## config.mk

```make
export PLATFORM = sky130hd
export DESIGN_NAME = sdam_top
export DESIGN_NICKNAME = d
export VERILOG_FILES = /design/src/rtl/sdam_pkg.sv /design/src/rtl/sdam_calc.sv /design/src/rtl/sdam_top.sv
export VERILOG_INCLUDE_DIRS = /design/src /design/src/rtl
export SDC_FILE = /design/constraint.sdc
export NUM_CORES = 1
export LEC_CHECK = 0
export ABC_AREA = 1
export BUFFER_PORTS_ARGS = -buffer_cell sky130_fd_sc_hd__buf_4
export CORE_MARGIN = 1
export CORE_UTILIZATION = 51
export CTS_CLUSTER_DIAMETER = 60
export DETAILED_ROUTE_END_ITERATION = 7
export PLACE_DENSITY_LB_ADDON = 0.1
export SYNTH_ARGS = -nofsm -noshare
export SYNTH_HDL_FRONTEND = slang
export SYNTH_SLANG_ARGS = --single-unit
export TNS_END_PERCENT = 20
```

## constraint.sdc

```tcl
create_clock -name clk_i -period 1.65 [get_ports clk_i]
set_input_delay 0.0825 -clock clk_i [delete_from_list [all_inputs] [get_ports clk_i]]
set_output_delay 0.0825 -clock clk_i [all_outputs]
set_load 0.01 [all_outputs]
```

## src/rtl/sdam_params.svh

```systemverilog
// Constants for the slot default address mapper.
`ifndef SDAM_PARAMS_SVH
`define SDAM_PARAMS_SVH
`define SDAM_DIG_STRIDE 11'h004
`define SDAM_ANA_STRIDE 11'h040
`define SDAM_ANA_BASE 11'h200
`define SDAM_SLOT_MAX_BIG 5'h12
`define SDAM_SLOT_MAX_SMALL 5'h09
`define SDAM_RACK_MAX 5'h15
`define SDAM_CHAN_MAX 5'h1F
`define SDAM_ADR_CTRL 4'h0
`define SDAM_ADR_LOC 4'h4
`define SDAM_ADR_RESULT 4'h8
`define SDAM_ADR_STATUS 4'hC
`define SDAM_CTRL_RESET 32'h0000_0000
`endif

```

## src/rtl/sdam_pkg.sv

```systemverilog
// Types for the slot default address mapper.
package sdam_pkg;
    typedef enum logic [1:0] {
        SDAM_KIND_DIG16 = 2'h0,
        SDAM_KIND_DIG32 = 2'h1,
        SDAM_KIND_ANALOG = 2'h2,
        SDAM_KIND_OTHER = 2'h3
    } sdam_kind_t;
    typedef enum logic [2:0] {
        SDAM_CPU_STOP = 3'b001,
        SDAM_CPU_RUN = 3'b010,
        SDAM_CPU_RESTOP = 3'b100
    } sdam_cpu_t;
    typedef struct packed {
        logic [4:0] rack;
        logic [4:0] slot;
        logic [4:0] chan;
        sdam_kind_t kind;
    } sdam_loc_t;
    typedef struct packed {
        logic valid;
        logic [10:0] byte_adr;
        logic [2:0] bit_pos;
    } sdam_res_t;
endpackage

```

## src/rtl/sdam_calc.sv

```systemverilog
// Combinational default address arithmetic for one location.
`timescale 1ns/10ps
`default_nettype none
`include "sdam_params.svh"
module sdam_calc
    import sdam_pkg::*;
(
    // Location and rack size.
    input wire sdam_loc_t loc_i,
    input wire logic small_rack_i,
    // Result.
    output var sdam_res_t res_o
);
    logic [4:0] slot_max;
    logic [10:0] slot_m1;
    logic [10:0] base;
    logic [4:0] chan_lim;
    logic ok;

    // Range checks reject any location the rack cannot hold.
    always_comb begin
        slot_max = small_rack_i ? `SDAM_SLOT_MAX_SMALL : `SDAM_SLOT_MAX_BIG;
        chan_lim = (loc_i.kind == SDAM_KIND_DIG16) ? 5'h0F :
                   (loc_i.kind == SDAM_KIND_ANALOG) ? 5'h0F : `SDAM_CHAN_MAX;
        ok = (loc_i.slot != 5'h00) && (loc_i.slot <= slot_max) &&
             (loc_i.rack <= `SDAM_RACK_MAX) && (loc_i.chan <= chan_lim) &&
             (loc_i.kind != SDAM_KIND_OTHER);
        slot_m1 = {6'h00, loc_i.slot - 5'h01};
        base = 11'h000;
        res_o = '0;
        if (!ok) begin
            res_o = '0;
        end else if (loc_i.kind == SDAM_KIND_ANALOG) begin
            base = 11'(slot_m1 * `SDAM_ANA_STRIDE) + `SDAM_ANA_BASE;
            res_o.valid = 1'b1;
            res_o.byte_adr = base + {5'h00, loc_i.chan, 1'b0};
        end else begin
            base = 11'(slot_m1 * `SDAM_DIG_STRIDE);
            res_o.valid = 1'b1;
            res_o.byte_adr = base + {9'h000, loc_i.chan[4:3]};
            res_o.bit_pos = loc_i.chan[2:0];
        end
    end
endmodule
`default_nettype wire

```

## src/rtl/sdam_top.sv

```systemverilog
// Wishbone-attached slot default address mapper with eligibility gating.
`timescale 1ns/10ps
`default_nettype none
`include "sdam_params.svh"
module sdam_top
    import sdam_pkg::*;
(
    // Clock and reset.
    input wire logic clk_i,
    input wire logic rst_i,
    // Wishbone slave.
    input wire logic cyc_i,
    input wire logic stb_i,
    input wire logic we_i,
    input wire logic [3:0] sel_i,
    input wire logic [3:0] adr_i,
    input wire logic [31:0] dat_i,
    output logic [31:0] dat_o,
    output logic ack_o,
    // System conditions from pins.
    input wire logic multicomputing_i,
    input wire logic foreign_module_i,
    input wire logic expansion_rack_i,
    input wire logic nondefault_cfg_i,
    input wire logic run_mode_i,
    input wire logic insert_evt_i,
    // Result as pins.
    output logic enabled_o,
    output logic valid_o
);
    logic [5:0] pin_s1_r;
    logic [5:0] pin_s2_r;
    logic [5:0] pin_d_r;
    sdam_cpu_t cpu_r;
    logic [31:0] ctrl_r;
    sdam_loc_t loc_r;
    sdam_res_t res_r;
    sdam_res_t calc_res;
    logic late_insert_r;
    logic ins_edge;
    logic eligible;
    logic wr;
    logic [31:0] word;
    logic multi_s;
    logic foreign_s;
    logic expand_s;
    logic nondef_s;
    logic run_s;
    logic insert_s;
    logic small_rack;
    logic clr_restop;
    logic dist_station;
    logic hit_ctrl;
    logic hit_loc;
    logic hit_res;
    logic hit_stat;

    // Every pin passes two flip-flops before use.
    always_ff @(posedge clk_i) begin
        if (rst_i) begin
            pin_s1_r <= 6'h00;
            pin_s2_r <= 6'h00;
            pin_d_r <= 6'h00;
        end else begin
            pin_s1_r <= {insert_evt_i, run_mode_i, nondefault_cfg_i,
                         expansion_rack_i, foreign_module_i, multicomputing_i};
            pin_s2_r <= pin_s1_r;
            pin_d_r <= pin_s2_r;
        end
    end
    assign ins_edge = insert_s & ~pin_d_r[5];

    // Named views of the synchronised pins; nothing reads the first stage directly.
    assign multi_s = pin_s2_r[0];
    assign foreign_s = pin_s2_r[1];
    assign expand_s = pin_s2_r[2];
    assign nondef_s = pin_s2_r[3];
    assign run_s = pin_s2_r[4];
    assign insert_s = pin_s2_r[5];

    // Operating state; RUN back to STOP and on to RUN is tracked as a transition.
    always_ff @(posedge clk_i) begin
        if (rst_i) begin
            cpu_r <= SDAM_CPU_STOP;
        end else begin
            case (cpu_r)
                SDAM_CPU_STOP: begin
                    if (run_s) begin
                        cpu_r <= SDAM_CPU_RUN;
                    end
                end
                SDAM_CPU_RUN: begin
                    if (!run_s) begin
                        cpu_r <= SDAM_CPU_RESTOP;
                    end
                end
                SDAM_CPU_RESTOP: begin
                    if (run_s) begin
                        cpu_r <= SDAM_CPU_RUN;
                    end else if (clr_restop) begin
                        cpu_r <= SDAM_CPU_STOP;
                    end
                end
                default: begin
                    cpu_r <= SDAM_CPU_STOP;
                end
            endcase
        end
    end

    // A module inserted outside plain STOP is remembered and blocks mapping.
    // The set wins over a software clear in the same cycle.
    always_ff @(posedge clk_i) begin
        if (rst_i) begin
            late_insert_r <= 1'b0;
        end else if (ins_edge && cpu_r != SDAM_CPU_STOP) begin
            late_insert_r <= 1'b1;
        end else if (wr && hit_stat && sel_i[0] && dat_i[1]) begin
            late_insert_r <= 1'b0;
        end
    end

    // Default mapping only for a bare central rack of signal modules.
    assign eligible = ~multi_s & ~foreign_s & ~expand_s & ~nondef_s &
                      ~late_insert_r &
                      ~dist_station;

    // Arithmetic lives in its own module so it can be reused per query.
    sdam_calc u_calc (
        .loc_i(loc_r),
        .small_rack_i(small_rack),
        .res_o(calc_res)
    );

    // A write lands on the edge at which the master sees ack high, while the
    // request still stands; the master may change nothing before that edge.
    assign wr = cyc_i & stb_i & we_i & ack_o;

    // Address decode; an unmapped offset hits nothing, so a write there is lost.
    always_comb begin
        hit_ctrl = 1'b0;
        hit_loc = 1'b0;
        hit_res = 1'b0;
        hit_stat = 1'b0;
        if (adr_i == `SDAM_ADR_CTRL) begin
            hit_ctrl = 1'b1;
        end else if (adr_i == `SDAM_ADR_LOC) begin
            hit_loc = 1'b1;
        end else if (adr_i == `SDAM_ADR_RESULT) begin
            hit_res = 1'b1;
        end else if (adr_i == `SDAM_ADR_STATUS) begin
            hit_stat = 1'b1;
        end
    end

    // Control fields under their own names.
    assign small_rack = ctrl_r[0];
    assign clr_restop = ctrl_r[1];
    assign dist_station = ctrl_r[2];

    // Control: bit0 small rack, bit1 clear transition, bit2 distributed station.
    always_ff @(posedge clk_i) begin
        if (rst_i) begin
            ctrl_r <= `SDAM_CTRL_RESET;
        end else if (wr && hit_ctrl && sel_i[0]) begin
            ctrl_r <= {29'h0, dat_i[2:0]};
        end else begin
            ctrl_r[1] <= 1'b0;
        end
    end

    // Location register.
    always_ff @(posedge clk_i) begin
        if (rst_i) begin
            loc_r <= '0;
        end else if (wr && hit_loc) begin
            if (sel_i[0]) begin
                loc_r.chan <= dat_i[4:0];
            end
            if (sel_i[1]) begin
                loc_r.slot <= dat_i[12:8];
            end
            if (sel_i[2]) begin
                loc_r.rack <= dat_i[20:16];
            end
            if (sel_i[3]) begin
                loc_r.kind <= sdam_kind_t'(dat_i[25:24]);
            end
        end
    end

    // Result is registered; ineligible or invalid gives no address.
    always_ff @(posedge clk_i) begin
        if (rst_i) begin
            res_r <= '0;
        end else if (eligible && calc_res.valid) begin
            res_r <= calc_res;
        end else begin
            res_r <= '0;
        end
    end

    // Read mux; unmapped addresses read zero but still ack.
    always_comb begin
        word = 32'h0000_0000;
        if (hit_ctrl) begin
            word = ctrl_r;
        end else if (hit_loc) begin
            word = {6'h00, loc_r.kind, 3'h0, loc_r.rack, 3'h0, loc_r.slot, 3'h0, loc_r.chan};
        end else if (hit_res) begin
            word = {res_r.valid, 12'h000, res_r.bit_pos, 5'h00, res_r.byte_adr};
        end else if (hit_stat) begin
            word = {24'h0, cpu_r, 3'h0, late_insert_r, eligible};
        end
    end

    // Classic single-cycle answer: ack one cycle after the request.
    always_ff @(posedge clk_i) begin
        if (rst_i) begin
            ack_o <= 1'b0;
            dat_o <= 32'h0000_0000;
        end else begin
            ack_o <= cyc_i & stb_i & ~ack_o;
            dat_o <= word;
        end
    end

    // Status pins.
    always_ff @(posedge clk_i) begin
        if (rst_i) begin
            enabled_o <= 1'b0;
            valid_o <= 1'b0;
        end else begin
            enabled_o <= eligible;
            valid_o <= res_r.valid;
        end
    end

    // Digital result equals (slot-1)*4 plus byte.
    a_dig_base: assert property (@(posedge clk_i) disable iff (rst_i)
        (eligible && calc_res.valid && loc_r.kind != SDAM_KIND_ANALOG) |=>
        res_r.byte_adr == 11'(({6'h0, $past(loc_r.slot)} - 11'h1) * 11'h4
                              + {9'h0, $past(loc_r.chan[4:3])}))
        else $error("digital address wrong");
    a_ana_base: assert property (@(posedge clk_i) disable iff (rst_i)
        (eligible && calc_res.valid && loc_r.kind == SDAM_KIND_ANALOG) |=>
        res_r.byte_adr == 11'(({6'h0, $past(loc_r.slot)} - 11'h1) * 11'h40 + 11'h200
                              + {5'h0, $past(loc_r.chan), 1'b0}))
        else $error("analog address wrong");
    a_dig_range: assert property (@(posedge clk_i) disable iff (rst_i)
        (res_r.valid && res_r.byte_adr < 11'h200) |-> res_r.byte_adr <= 11'h047)
        else $error("digital address out of span");
    a_ana_range: assert property (@(posedge clk_i) disable iff (rst_i)
        (res_r.valid && res_r.byte_adr >= 11'h200) |-> res_r.byte_adr <= 11'h65E)
        else $error("analog address out of span");
    a_bit_pos: assert property (@(posedge clk_i) disable iff (rst_i)
        (eligible && calc_res.valid && loc_r.kind != SDAM_KIND_ANALOG) |=>
        res_r.bit_pos == $past(loc_r.chan[2:0]))
        else $error("bit position wrong");
    a_cond_gate: assert property (@(posedge clk_i) disable iff (rst_i)
        (pin_s2_r[0] || pin_s2_r[1] || pin_s2_r[2] || pin_s2_r[3]) |=> !res_r.valid)
        else $error("mapping under blocked condition");
    a_late_ins: assert property (@(posedge clk_i) disable iff (rst_i)
        (ins_edge && cpu_r == SDAM_CPU_RUN) |=> late_insert_r ##1 !res_r.valid)
        else $error("run insertion not ignored");
    a_dist_off: assert property (@(posedge clk_i) disable iff (rst_i)
        ctrl_r[2] |=> !res_r.valid)
        else $error("distributed station mapped");
    a_bad_slot: assert property (@(posedge clk_i) disable iff (rst_i)
        (loc_r.slot == 5'h00 || loc_r.slot > 5'h12 || loc_r.rack > 5'h15) |=> !res_r.valid)
        else $error("invalid slot mapped");
    a_ack_once: assert property (@(posedge clk_i) disable iff (rst_i)
        (cyc_i && stb_i && !ack_o) |=> ack_o ##1 !ack_o)
        else $error("ack timing wrong");

    // Analog channels carry no bit position and sit on word boundaries.
    a_ana_bit: assert property (@(posedge clk_i) disable iff (rst_i)
        (eligible && calc_res.valid && loc_r.kind == SDAM_KIND_ANALOG) |=>
        (res_r.bit_pos == 3'h0 && res_r.byte_adr[0] == 1'b0))
        else $error("analog word address wrong");

    // A sixteen-channel digital module never reaches its third byte.
    a_dig16_span: assert property (@(posedge clk_i) disable iff (rst_i)
        (eligible && calc_res.valid && loc_r.kind == SDAM_KIND_DIG16) |=>
        res_r.byte_adr[1] == 1'b0)
        else $error("short digital module spans too far");

    // Channels beyond fifteen exist only on the wide digital module.
    a_chan_lim: assert property (@(posedge clk_i) disable iff (rst_i)
        (loc_r.chan > 5'h0F && loc_r.kind != SDAM_KIND_DIG32) |=> !res_r.valid)
        else $error("channel out of range mapped");

    // The small rack holds nine slots only.
    a_small_rack: assert property (@(posedge clk_i) disable iff (rst_i)
        (small_rack && loc_r.slot > 5'h09) |=> !res_r.valid)
        else $error("slot beyond small rack mapped");

    // Modules other than signal modules get no default address.
    a_kind_other: assert property (@(posedge clk_i) disable iff (rst_i)
        (loc_r.kind == SDAM_KIND_OTHER) |=> !res_r.valid)
        else $error("other module kind mapped");

    // An invalid result carries no stale address for software to misread.
    a_empty_res: assert property (@(posedge clk_i) disable iff (rst_i)
        !res_r.valid |-> (res_r.byte_adr == 11'h000 && res_r.bit_pos == 3'h0))
        else $error("invalid result not cleared");

    // The valid pin follows the result by one cycle once out of reset.
    a_valid_pin: assert property (@(posedge clk_i) disable iff (rst_i)
        !$past(rst_i) |-> valid_o == $past(res_r.valid))
        else $error("valid pin lags wrongly");

    // The enabled pin follows eligibility by one cycle once out of reset.
    a_enable_pin: assert property (@(posedge clk_i) disable iff (rst_i)
        !$past(rst_i) |-> enabled_o == $past(eligible))
        else $error("enabled pin lags wrongly");

    // Insertion outside plain STOP is always caught, even against a clear.
    a_late_set: assert property (@(posedge clk_i) disable iff (rst_i)
        (ins_edge && cpu_r != SDAM_CPU_STOP) |=> late_insert_r)
        else $error("late insertion lost");

    // Leaving RUN enters the transition state, never plain STOP.
    a_run_leave: assert property (@(posedge clk_i) disable iff (rst_i)
        (cpu_r == SDAM_CPU_RUN && !run_s) |=> cpu_r == SDAM_CPU_RESTOP)
        else $error("run exit not tracked");

    // Only software takes the transition state back to STOP.
    a_stop_clear: assert property (@(posedge clk_i) disable iff (rst_i)
        (cpu_r == SDAM_CPU_RESTOP && !run_s && !clr_restop) |=> cpu_r == SDAM_CPU_RESTOP)
        else $error("transition state left early");

    // A control write lands on the acknowledged edge with the master's data.
    a_ctrl_wr: assert property (@(posedge clk_i) disable iff (rst_i)
        (wr && hit_ctrl && sel_i[0]) |=> ctrl_r[2:0] == $past(dat_i[2:0]))
        else $error("control write lost");
endmodule
`default_nettype wire

```

==> summary.md, run 1 <==
| Metric | Value |
|---|---|
| Bufs and invs on worst path | `1` |
| GPL Wtd Cong | `0.873` |
| PortBufs | `59` |
| Worst-skew pair later-pin latency | `360 ps` |
| R2r setup slk | `160 ps` |
| Syn_area_per_cell | `7.79 sq um` |
| Pwr/cell area | `993 nW/um^2` |
| Post-synth top area share | `0.508` |
| Number of global-route vias before repair | `2553` |
| Slowest cell on the critical path | `dfxtp_1` |
| Setup Buffers After CTS | `0` |
| Antenna violations before repair | `0` |
| Synth top area cells | `dfxtp_1, nand2_1, a21oi_1` |
| Most common cell in the synthesized netlist | `dfxtp_1` |
| Cell row count | `27` |
| Ant diodes | `0` |
| Width of the die | `78.7 microns` |
| Hold Path Origin | `dat_i[10]` |
| Top cell type by total area after synthesis | `dfxtp_1` |
| DRC viols | `0` |
| Cell Area, Synth | `3000 sq um` |
| R2R Path End | `res_r[1]` |
| Syn-to-layout area delta | `31.3%` |
| Outcome | `finished, final reports clean` |
| Worst path top cell family by delay | `simple AND/OR/NAND/NOR gates` |
| Post-synth EDFFs | `0` |
| RSZ-0062 raised after global routing | `true` |
| Drt total wl | `6.67 mm` |
| Hold depth | `3` |
| Clock Tree Buf Depth | `2` |
| Ys flop type | `dfxtp_1` |
| Num ports | `86` |
| DRT Pass-1 Iters | `4` |
| Worst-path cell chain | `ha_1, nand2_1, inv_1, nand3b_1, nand2_1, nand2_1, nand4_1, nor2_1` |
| Final antenna-violating net count | `0` |
| Register area | `1530 sq um` |
| Async set or reset register ratio after synthesis | `0` |
| Worst EP arrival | `1770 ps` |
| Total number of vias | `2700` |
| Crit path largest cell delay | `430 ps` |
| Tot Pwr | `3910 uW` |
| CTS tree | `yes` |
| Multi-input combinational cell area | `1200 sq um` |
| Slew Viols, Final | `0` |
| Setup crit end kind | `register` |
| Worst setup margin | `164 ps` |
| Die ar. | `6190 sq um` |
| Fillers | `470` |
| Final setup violation count | `0` |
| Leakage | `0.00169 uW` |
| Gate Count Post-Synth | `385` |
| Core area | `5570 sq um` |
| Min Tclk post-route | `1490 ps` |
| CP max FO | `4` |
| Sequential element share of the synthesized area | `0.508` |
| GRT Overall Usage | `0.236` |
| Clock slew at reported path FFs | `80 ps` |
| WP data required | `1940 ps` |
| Ys Warns | `0` |
| CP most frequent cell | `nand2_1` |
| Clk root buf | `clkbuf_8` |
| Remaining Overflow, GRT | `0` |
| Final core occ | `0.706` |
| Fraction of layout cells with a size suffix above 1 | `0.189` |
| Clock Sink Count | `76` |
| DP Worst Slack | `100 ps` |
| CP Launch Type | `register` |
| Clock skew | `9.20 ps` |
| Global-route wire length before repair | `11.1 mm` |
| Yosys cell types | `24` |
| Via/cell ratio | `4.93` |
| Max Clk Rate | `0.673 GHz` |
| NumNets Final | `529` |
| R2R cell count | `8` |
| Min-Delay Endpoint | `loc_r[9]` |
| Peak supply drop | `0.000599 V` |
| Die height | `78.7 microns` |
| Number of DRC markers in iteration 0 | `177` |
| H-tree depth | `3` |
| Setup CP Type | `reg -> reg` |
| Post-detailed-route wirelength per cell | `12.2 microns` |
| Final count of hold timing violations | `0` |
| Initial core utilization | `0.538` |
| Hold WC Path Type | `in -> reg` |
| Synth Register Bits | `76` |
| Max cap viols | `0` |
| R2R Path Start | `loc_r[10]` |
| Hpwl dp | `4.66 mm` |
| Crit share post-route | `0.901` |
| Largest net degree at the start of global routing | `34` |
| Num CTS Buffers | `9` |
| Most instantiated cells after synthesis | `dfxtp_1, nand2_1, nor2_1` |
-- cells by family (layout without fill, tap and decap cells) --
group	count (synthesis)	after routing	synth area share
adders and majority gates	7	7	0.0292
xor gates and xnor gates	3	3	0.00877
AOI/OAI and AO/OA	59	59	0.100
buffers and inverters	69	150	0.107
and+or+nand+nor	170	170	0.246
DFF	76	76	0.508
other	1	11	0.00125
-- flip-flops by register name, indices dropped and copies added, names as in the netlist --
register and count:
loc_r 17, ctrl_r 3, dat_o 21, valid_o 1
cpu_r 3, res_r 15, ack_o 1, pin_s2_r 6
pin_s1_r 6, late_insert_r 1, pin_d_r 1, enabled_o 1
-- worst reg2reg max path, cell delays in order, from the launching register on --
cell      delay (ps)
dfxtp_1          430
ha_1             260
nand2_1           90
inv_1             60
nand3b_1          90
nand2_1           60
nand2_1          110
nand4_1          180
nor2_1           150
-- repair_timing --
action / CTS / global route
endpoints found under the setup margin: 0 / 20
resized for setup: 0 / 4
hold buffers: 20 / 0
endpoints found under the hold margin: 19 / 0
-- where the power goes --
part | total (uW) | internal [uW] | switching, uW
Clock | 1750 | 1010 | 731
Sequential | 1880 | 1860 | 16.9
Combinational | 283 | 135 | 148
-- placed cells by master (no fill, tap or decap), drive strengths merged, types with 7 or more instances in the layout --
master / count
conb: 11
nor2: 60
buf: 65
dlygate4sd3: 20
clkbuf: 9
nand2: 70
dfxtp: 76
inv: 51
o21ai: 14
a21oi: 42
ha: 7
nand3: 27
nand4: 7
-- how the worst max path moves through the flow --
stage	start	to	slack, ps	cells past startpoint
global route	ctrl_r[0]	res_r[4]	-5	9
CTS	ctrl_r[0]	res_r[1]	80	9
finish	loc_r[10]	res_r[1]	160	8
detailed placement	ctrl_r[0]	res_r[1]	100	9
floorplan	loc_r[0]	res_r[4]	320	8
global placement	ctrl_r[0]	res_r[0]	170	9
-- layout make-up --
cell class,instances,area share
flip-flops and latches,76,0.388
multi-input cells,250,0.305
repair buffers,85,0.175
inverters,49,0.0467
clock buffers,9,0.0315
clock inverters,7,0.0312
well taps,72,0.0229
-- metal layers --
layer	share of wire	vias up	GRT usage
met1	0.44	1203	0.287
met3	0.072	14	0.0593
met2	0.47	107	0.388
met4	0.020	0	0.115
li1	-	1376	-
met5	0	-	0
-- per-stage QoR --
| step | setup TNS [ps] | hold slack (ps) | instances | area, sq um |
|---|---|---|---|---|
| floorplan | 0 | 189 | 395 | 3040 |
| global placement | 0 | 282 | 512 | 3480 |
| finish | 0 | 15.3 | 548 | 3940 |
| global route | -4.89 | 22.1 | 548 | 3940 |
| CTS | 0 | 0.518 | 548 | 3920 |
| detailed placement | 0 | 292 | 512 | 3480 |
(Power assumes the default switching activity.)
==> inputs of run 2 (changes only) <==
--- a/config.mk
+++ b/config.mk
@@ -13,6 +13,7 @@
 export CTS_CLUSTER_DIAMETER = 60
 export DETAILED_ROUTE_END_ITERATION = 7
 export PLACE_DENSITY_LB_ADDON = 0.1
+export RECOVER_POWER = 50
 export SYNTH_ARGS = -nofsm -noshare
 export SYNTH_HDL_FRONTEND = slang
 export SYNTH_SLANG_ARGS = --single-unit
==> run 2 against run 1 <==
  * First-iteration DRC count increased by 4.0%
  * Cell area fell by 2.9%
  * Combinational power down 4%
  * Via count decreased by 1.0%
  * Clock skew decreased by 2.7 ps
  * Sequential cell count stayed put
  * Sequential power about the same
  * Global-route usage is the same
  * Sequential share of layout area grew 1.1 points
  * Setup slack better by 2.9 ps
  * Critical path type unchanged
  * Highest routed layer unchanged
==> summary.md, run 2 (synthesized netlist as in run 1, its figures left out) <==
| Metric | Value |
|---|---|
| CP max FO | `5` |
| Syn-to-layout area delta | `27.5%` |
| Peak supply drop | `0.000599 V` |
| Cell row count | `27` |
| Worst-skew pair later-pin latency | `350 ps` |
| Setup crit end kind | `register` |
| Clock Sink Count | `76` |
| PortBufs | `59` |
| Core area | `5570 sq um` |
| Most common cell after layout, fill and taps aside | `dfxtp_1` |
| Antenna violations before repair | `0` |
| Setup CP Type | `reg -> reg` |
| Clk root buf | `clkbuf_8` |
| Tot Pwr | `3880 uW` |
| Via/cell ratio | `4.88` |
| Die ar. | `6190 sq um` |
| Final count of hold timing violations | `0` |
| Crit share post-route | `0.899` |
| Cell Count Post-Placement | `512` |
| WP data required | `1930 ps` |
| Hold WC Path Type | `in -> reg` |
| Num ports | `86` |
| Pwr/cell area | `1020 nW/um^2` |
| Min Tclk post-route | `1480 ps` |
| Largest net degree at the start of global routing | `34` |
| Worst setup margin | `167 ps` |
| Slowest cell on the critical path | `dfxtp_4` |
| RSZ-0062 raised after global routing | `true` |
| CTS tree | `yes` |
| H-tree depth | `3` |
| Setup total negative slack | `0 ps` |
| Remaining Overflow, GRT | `0` |
| Fraction of layout cells with a size suffix above 1 | `0.134` |
| Register area | `1530 sq um` |
| Final std cells w/o fill | `548` |
| DRT Pass-1 Iters | `5` |
| Initial core utilization | `0.538` |
| Number of global-route vias before repair | `2553` |
| Worst hold slack | `17.5 ps` |
| Worst EP arrival | `1770 ps` |
| Total number of vias | `2672` |
| Clock skew | `6.53 ps` |
| Clock Tree Buf Depth | `2` |
| Final antenna-violating net count | `0` |
| Die height | `78.7 microns` |
| GPL Wtd Cong | `0.873` |
| Width of the die | `78.7 microns` |
| Leakage | `0.00159 uW` |
| NumNets Final | `529` |
| Fillers | `502` |
| Number of flip-flops under the largest register name | `21` |
| Max cap viols | `0` |
| CP most frequent cell | `nand2_1` |
| Number of DRC markers in iteration 0 | `184` |
| GRT Overall Usage | `0.236` |
| Outcome | `finished, final reports clean` |
| Multi-input combinational cell area | `1180 sq um` |
| Slew Viols, Final | `0` |
| Ant diodes | `0` |
| Crit path largest cell delay | `380 ps` |
| Regs by FF count | `dat_o: 21 flops, loc_r: 17 flops, res_r: 15 flops` |
| Most frequent cells in the layout | `dfxtp_1, nand2_1, nor2_1` |
| Global-route wire length before repair | `11.1 mm` |
| Hpwl dp | `4.66 mm` |
| Max Clk Rate | `0.674 GHz` |
| CP Launch Type | `register` |
| Clock slew at reported path FFs | `80 ps` |
| DRC viols | `0` |
| Final setup violation count | `0` |
| Drt total wl | `6.61 mm` |
| Worst-path cell chain | `inv_1, ha_1, nand2_1, inv_1, nand3b_1, nand2_1, nand2_1, nand4_1, nor2_1` |
| Num CTS Buffers | `9` |
| DP Worst Slack | `100 ps` |
| Most flops, register | `dat_o` |
| Post-detailed-route wirelength per cell | `12.1 microns` |
## run 2: changes by cell type in the layout (fill, tap and decap cells not counted), sizes merged
cell | previous run | this run
buf | 65 | 33
clkbuf | 9 | 41
## run 2: area by class of cell
cell class,instances,share of cell area
Inverter,49,0.0481
Timing Repair Buffer,85,0.156
Sequential cell,76,0.399
Multi-Input combinational cell,250,0.309
Clock buffer,9,0.0324
Clock inverter,7,0.0321
Tap cell,72,0.0236
## run 2: path summary, 6_finish.rpt
kind          startpoint           to  slack, ps  cells past startpoint
min            dat_i[10]     loc_r[9]         20                      3
min reg2reg  pin_s1_r[2]  pin_s2_r[2]        410                      2
max reg2reg    ctrl_r[0]     res_r[1]        170                      9
max            ctrl_r[0]     res_r[1]        170                      9
## run 2: power by group
| group | leakage [uW] | total, uW | internal [uW] | switching, uW |
|---|---|---|---|---|
| logic | 0.000854 | 272 | 128 | 144 |
| clock network | 0.000116 | 1730 | 1010 | 720 |
| registers | 0.000616 | 1880 | 1860 | 16.6 |
| total | 0.00159 | 3880 | 3000 | 881 |
## run 2: per-stage QoR
step / utilization / cell area (sq um)
3_3_place_gp: 0.624 / 3480
3_5_place_dp: 0.624 / 3480
5_1_grt: 0.686 / 3820
6_report: 0.686 / 3820
2_1_floorplan: - / 3040
4_1_cts: 0.704 / 3920
## run 2: routing by layer
metal,track usage,vias to the layer above,routed length [microns]
met5,0,-,0
met4,0.115,0,124
met3,0.0593,12,406
met2,0.388,79,3140
met1,0.287,1204,2940
li1,-,1377,-
## run 2: critical path: cells and delay by family, from the launching register on
family,cells,cell delay [ps]
fa+ha+maj,1,260
simple gates,6,680
flops,1,380
buf+inv,2,110
## run 2: repair_timing
| item | 4_1_cts | 5_1_grt |
|---|---|---|
| buffers inserted | 0 | 0 |
| hold endpoints to repair | 19 | 0 |
| gates resized for setup | 0 | 4 |
| hold buffers | 20 | 0 |
| endpoints found under the setup margin | 0 | 20 |
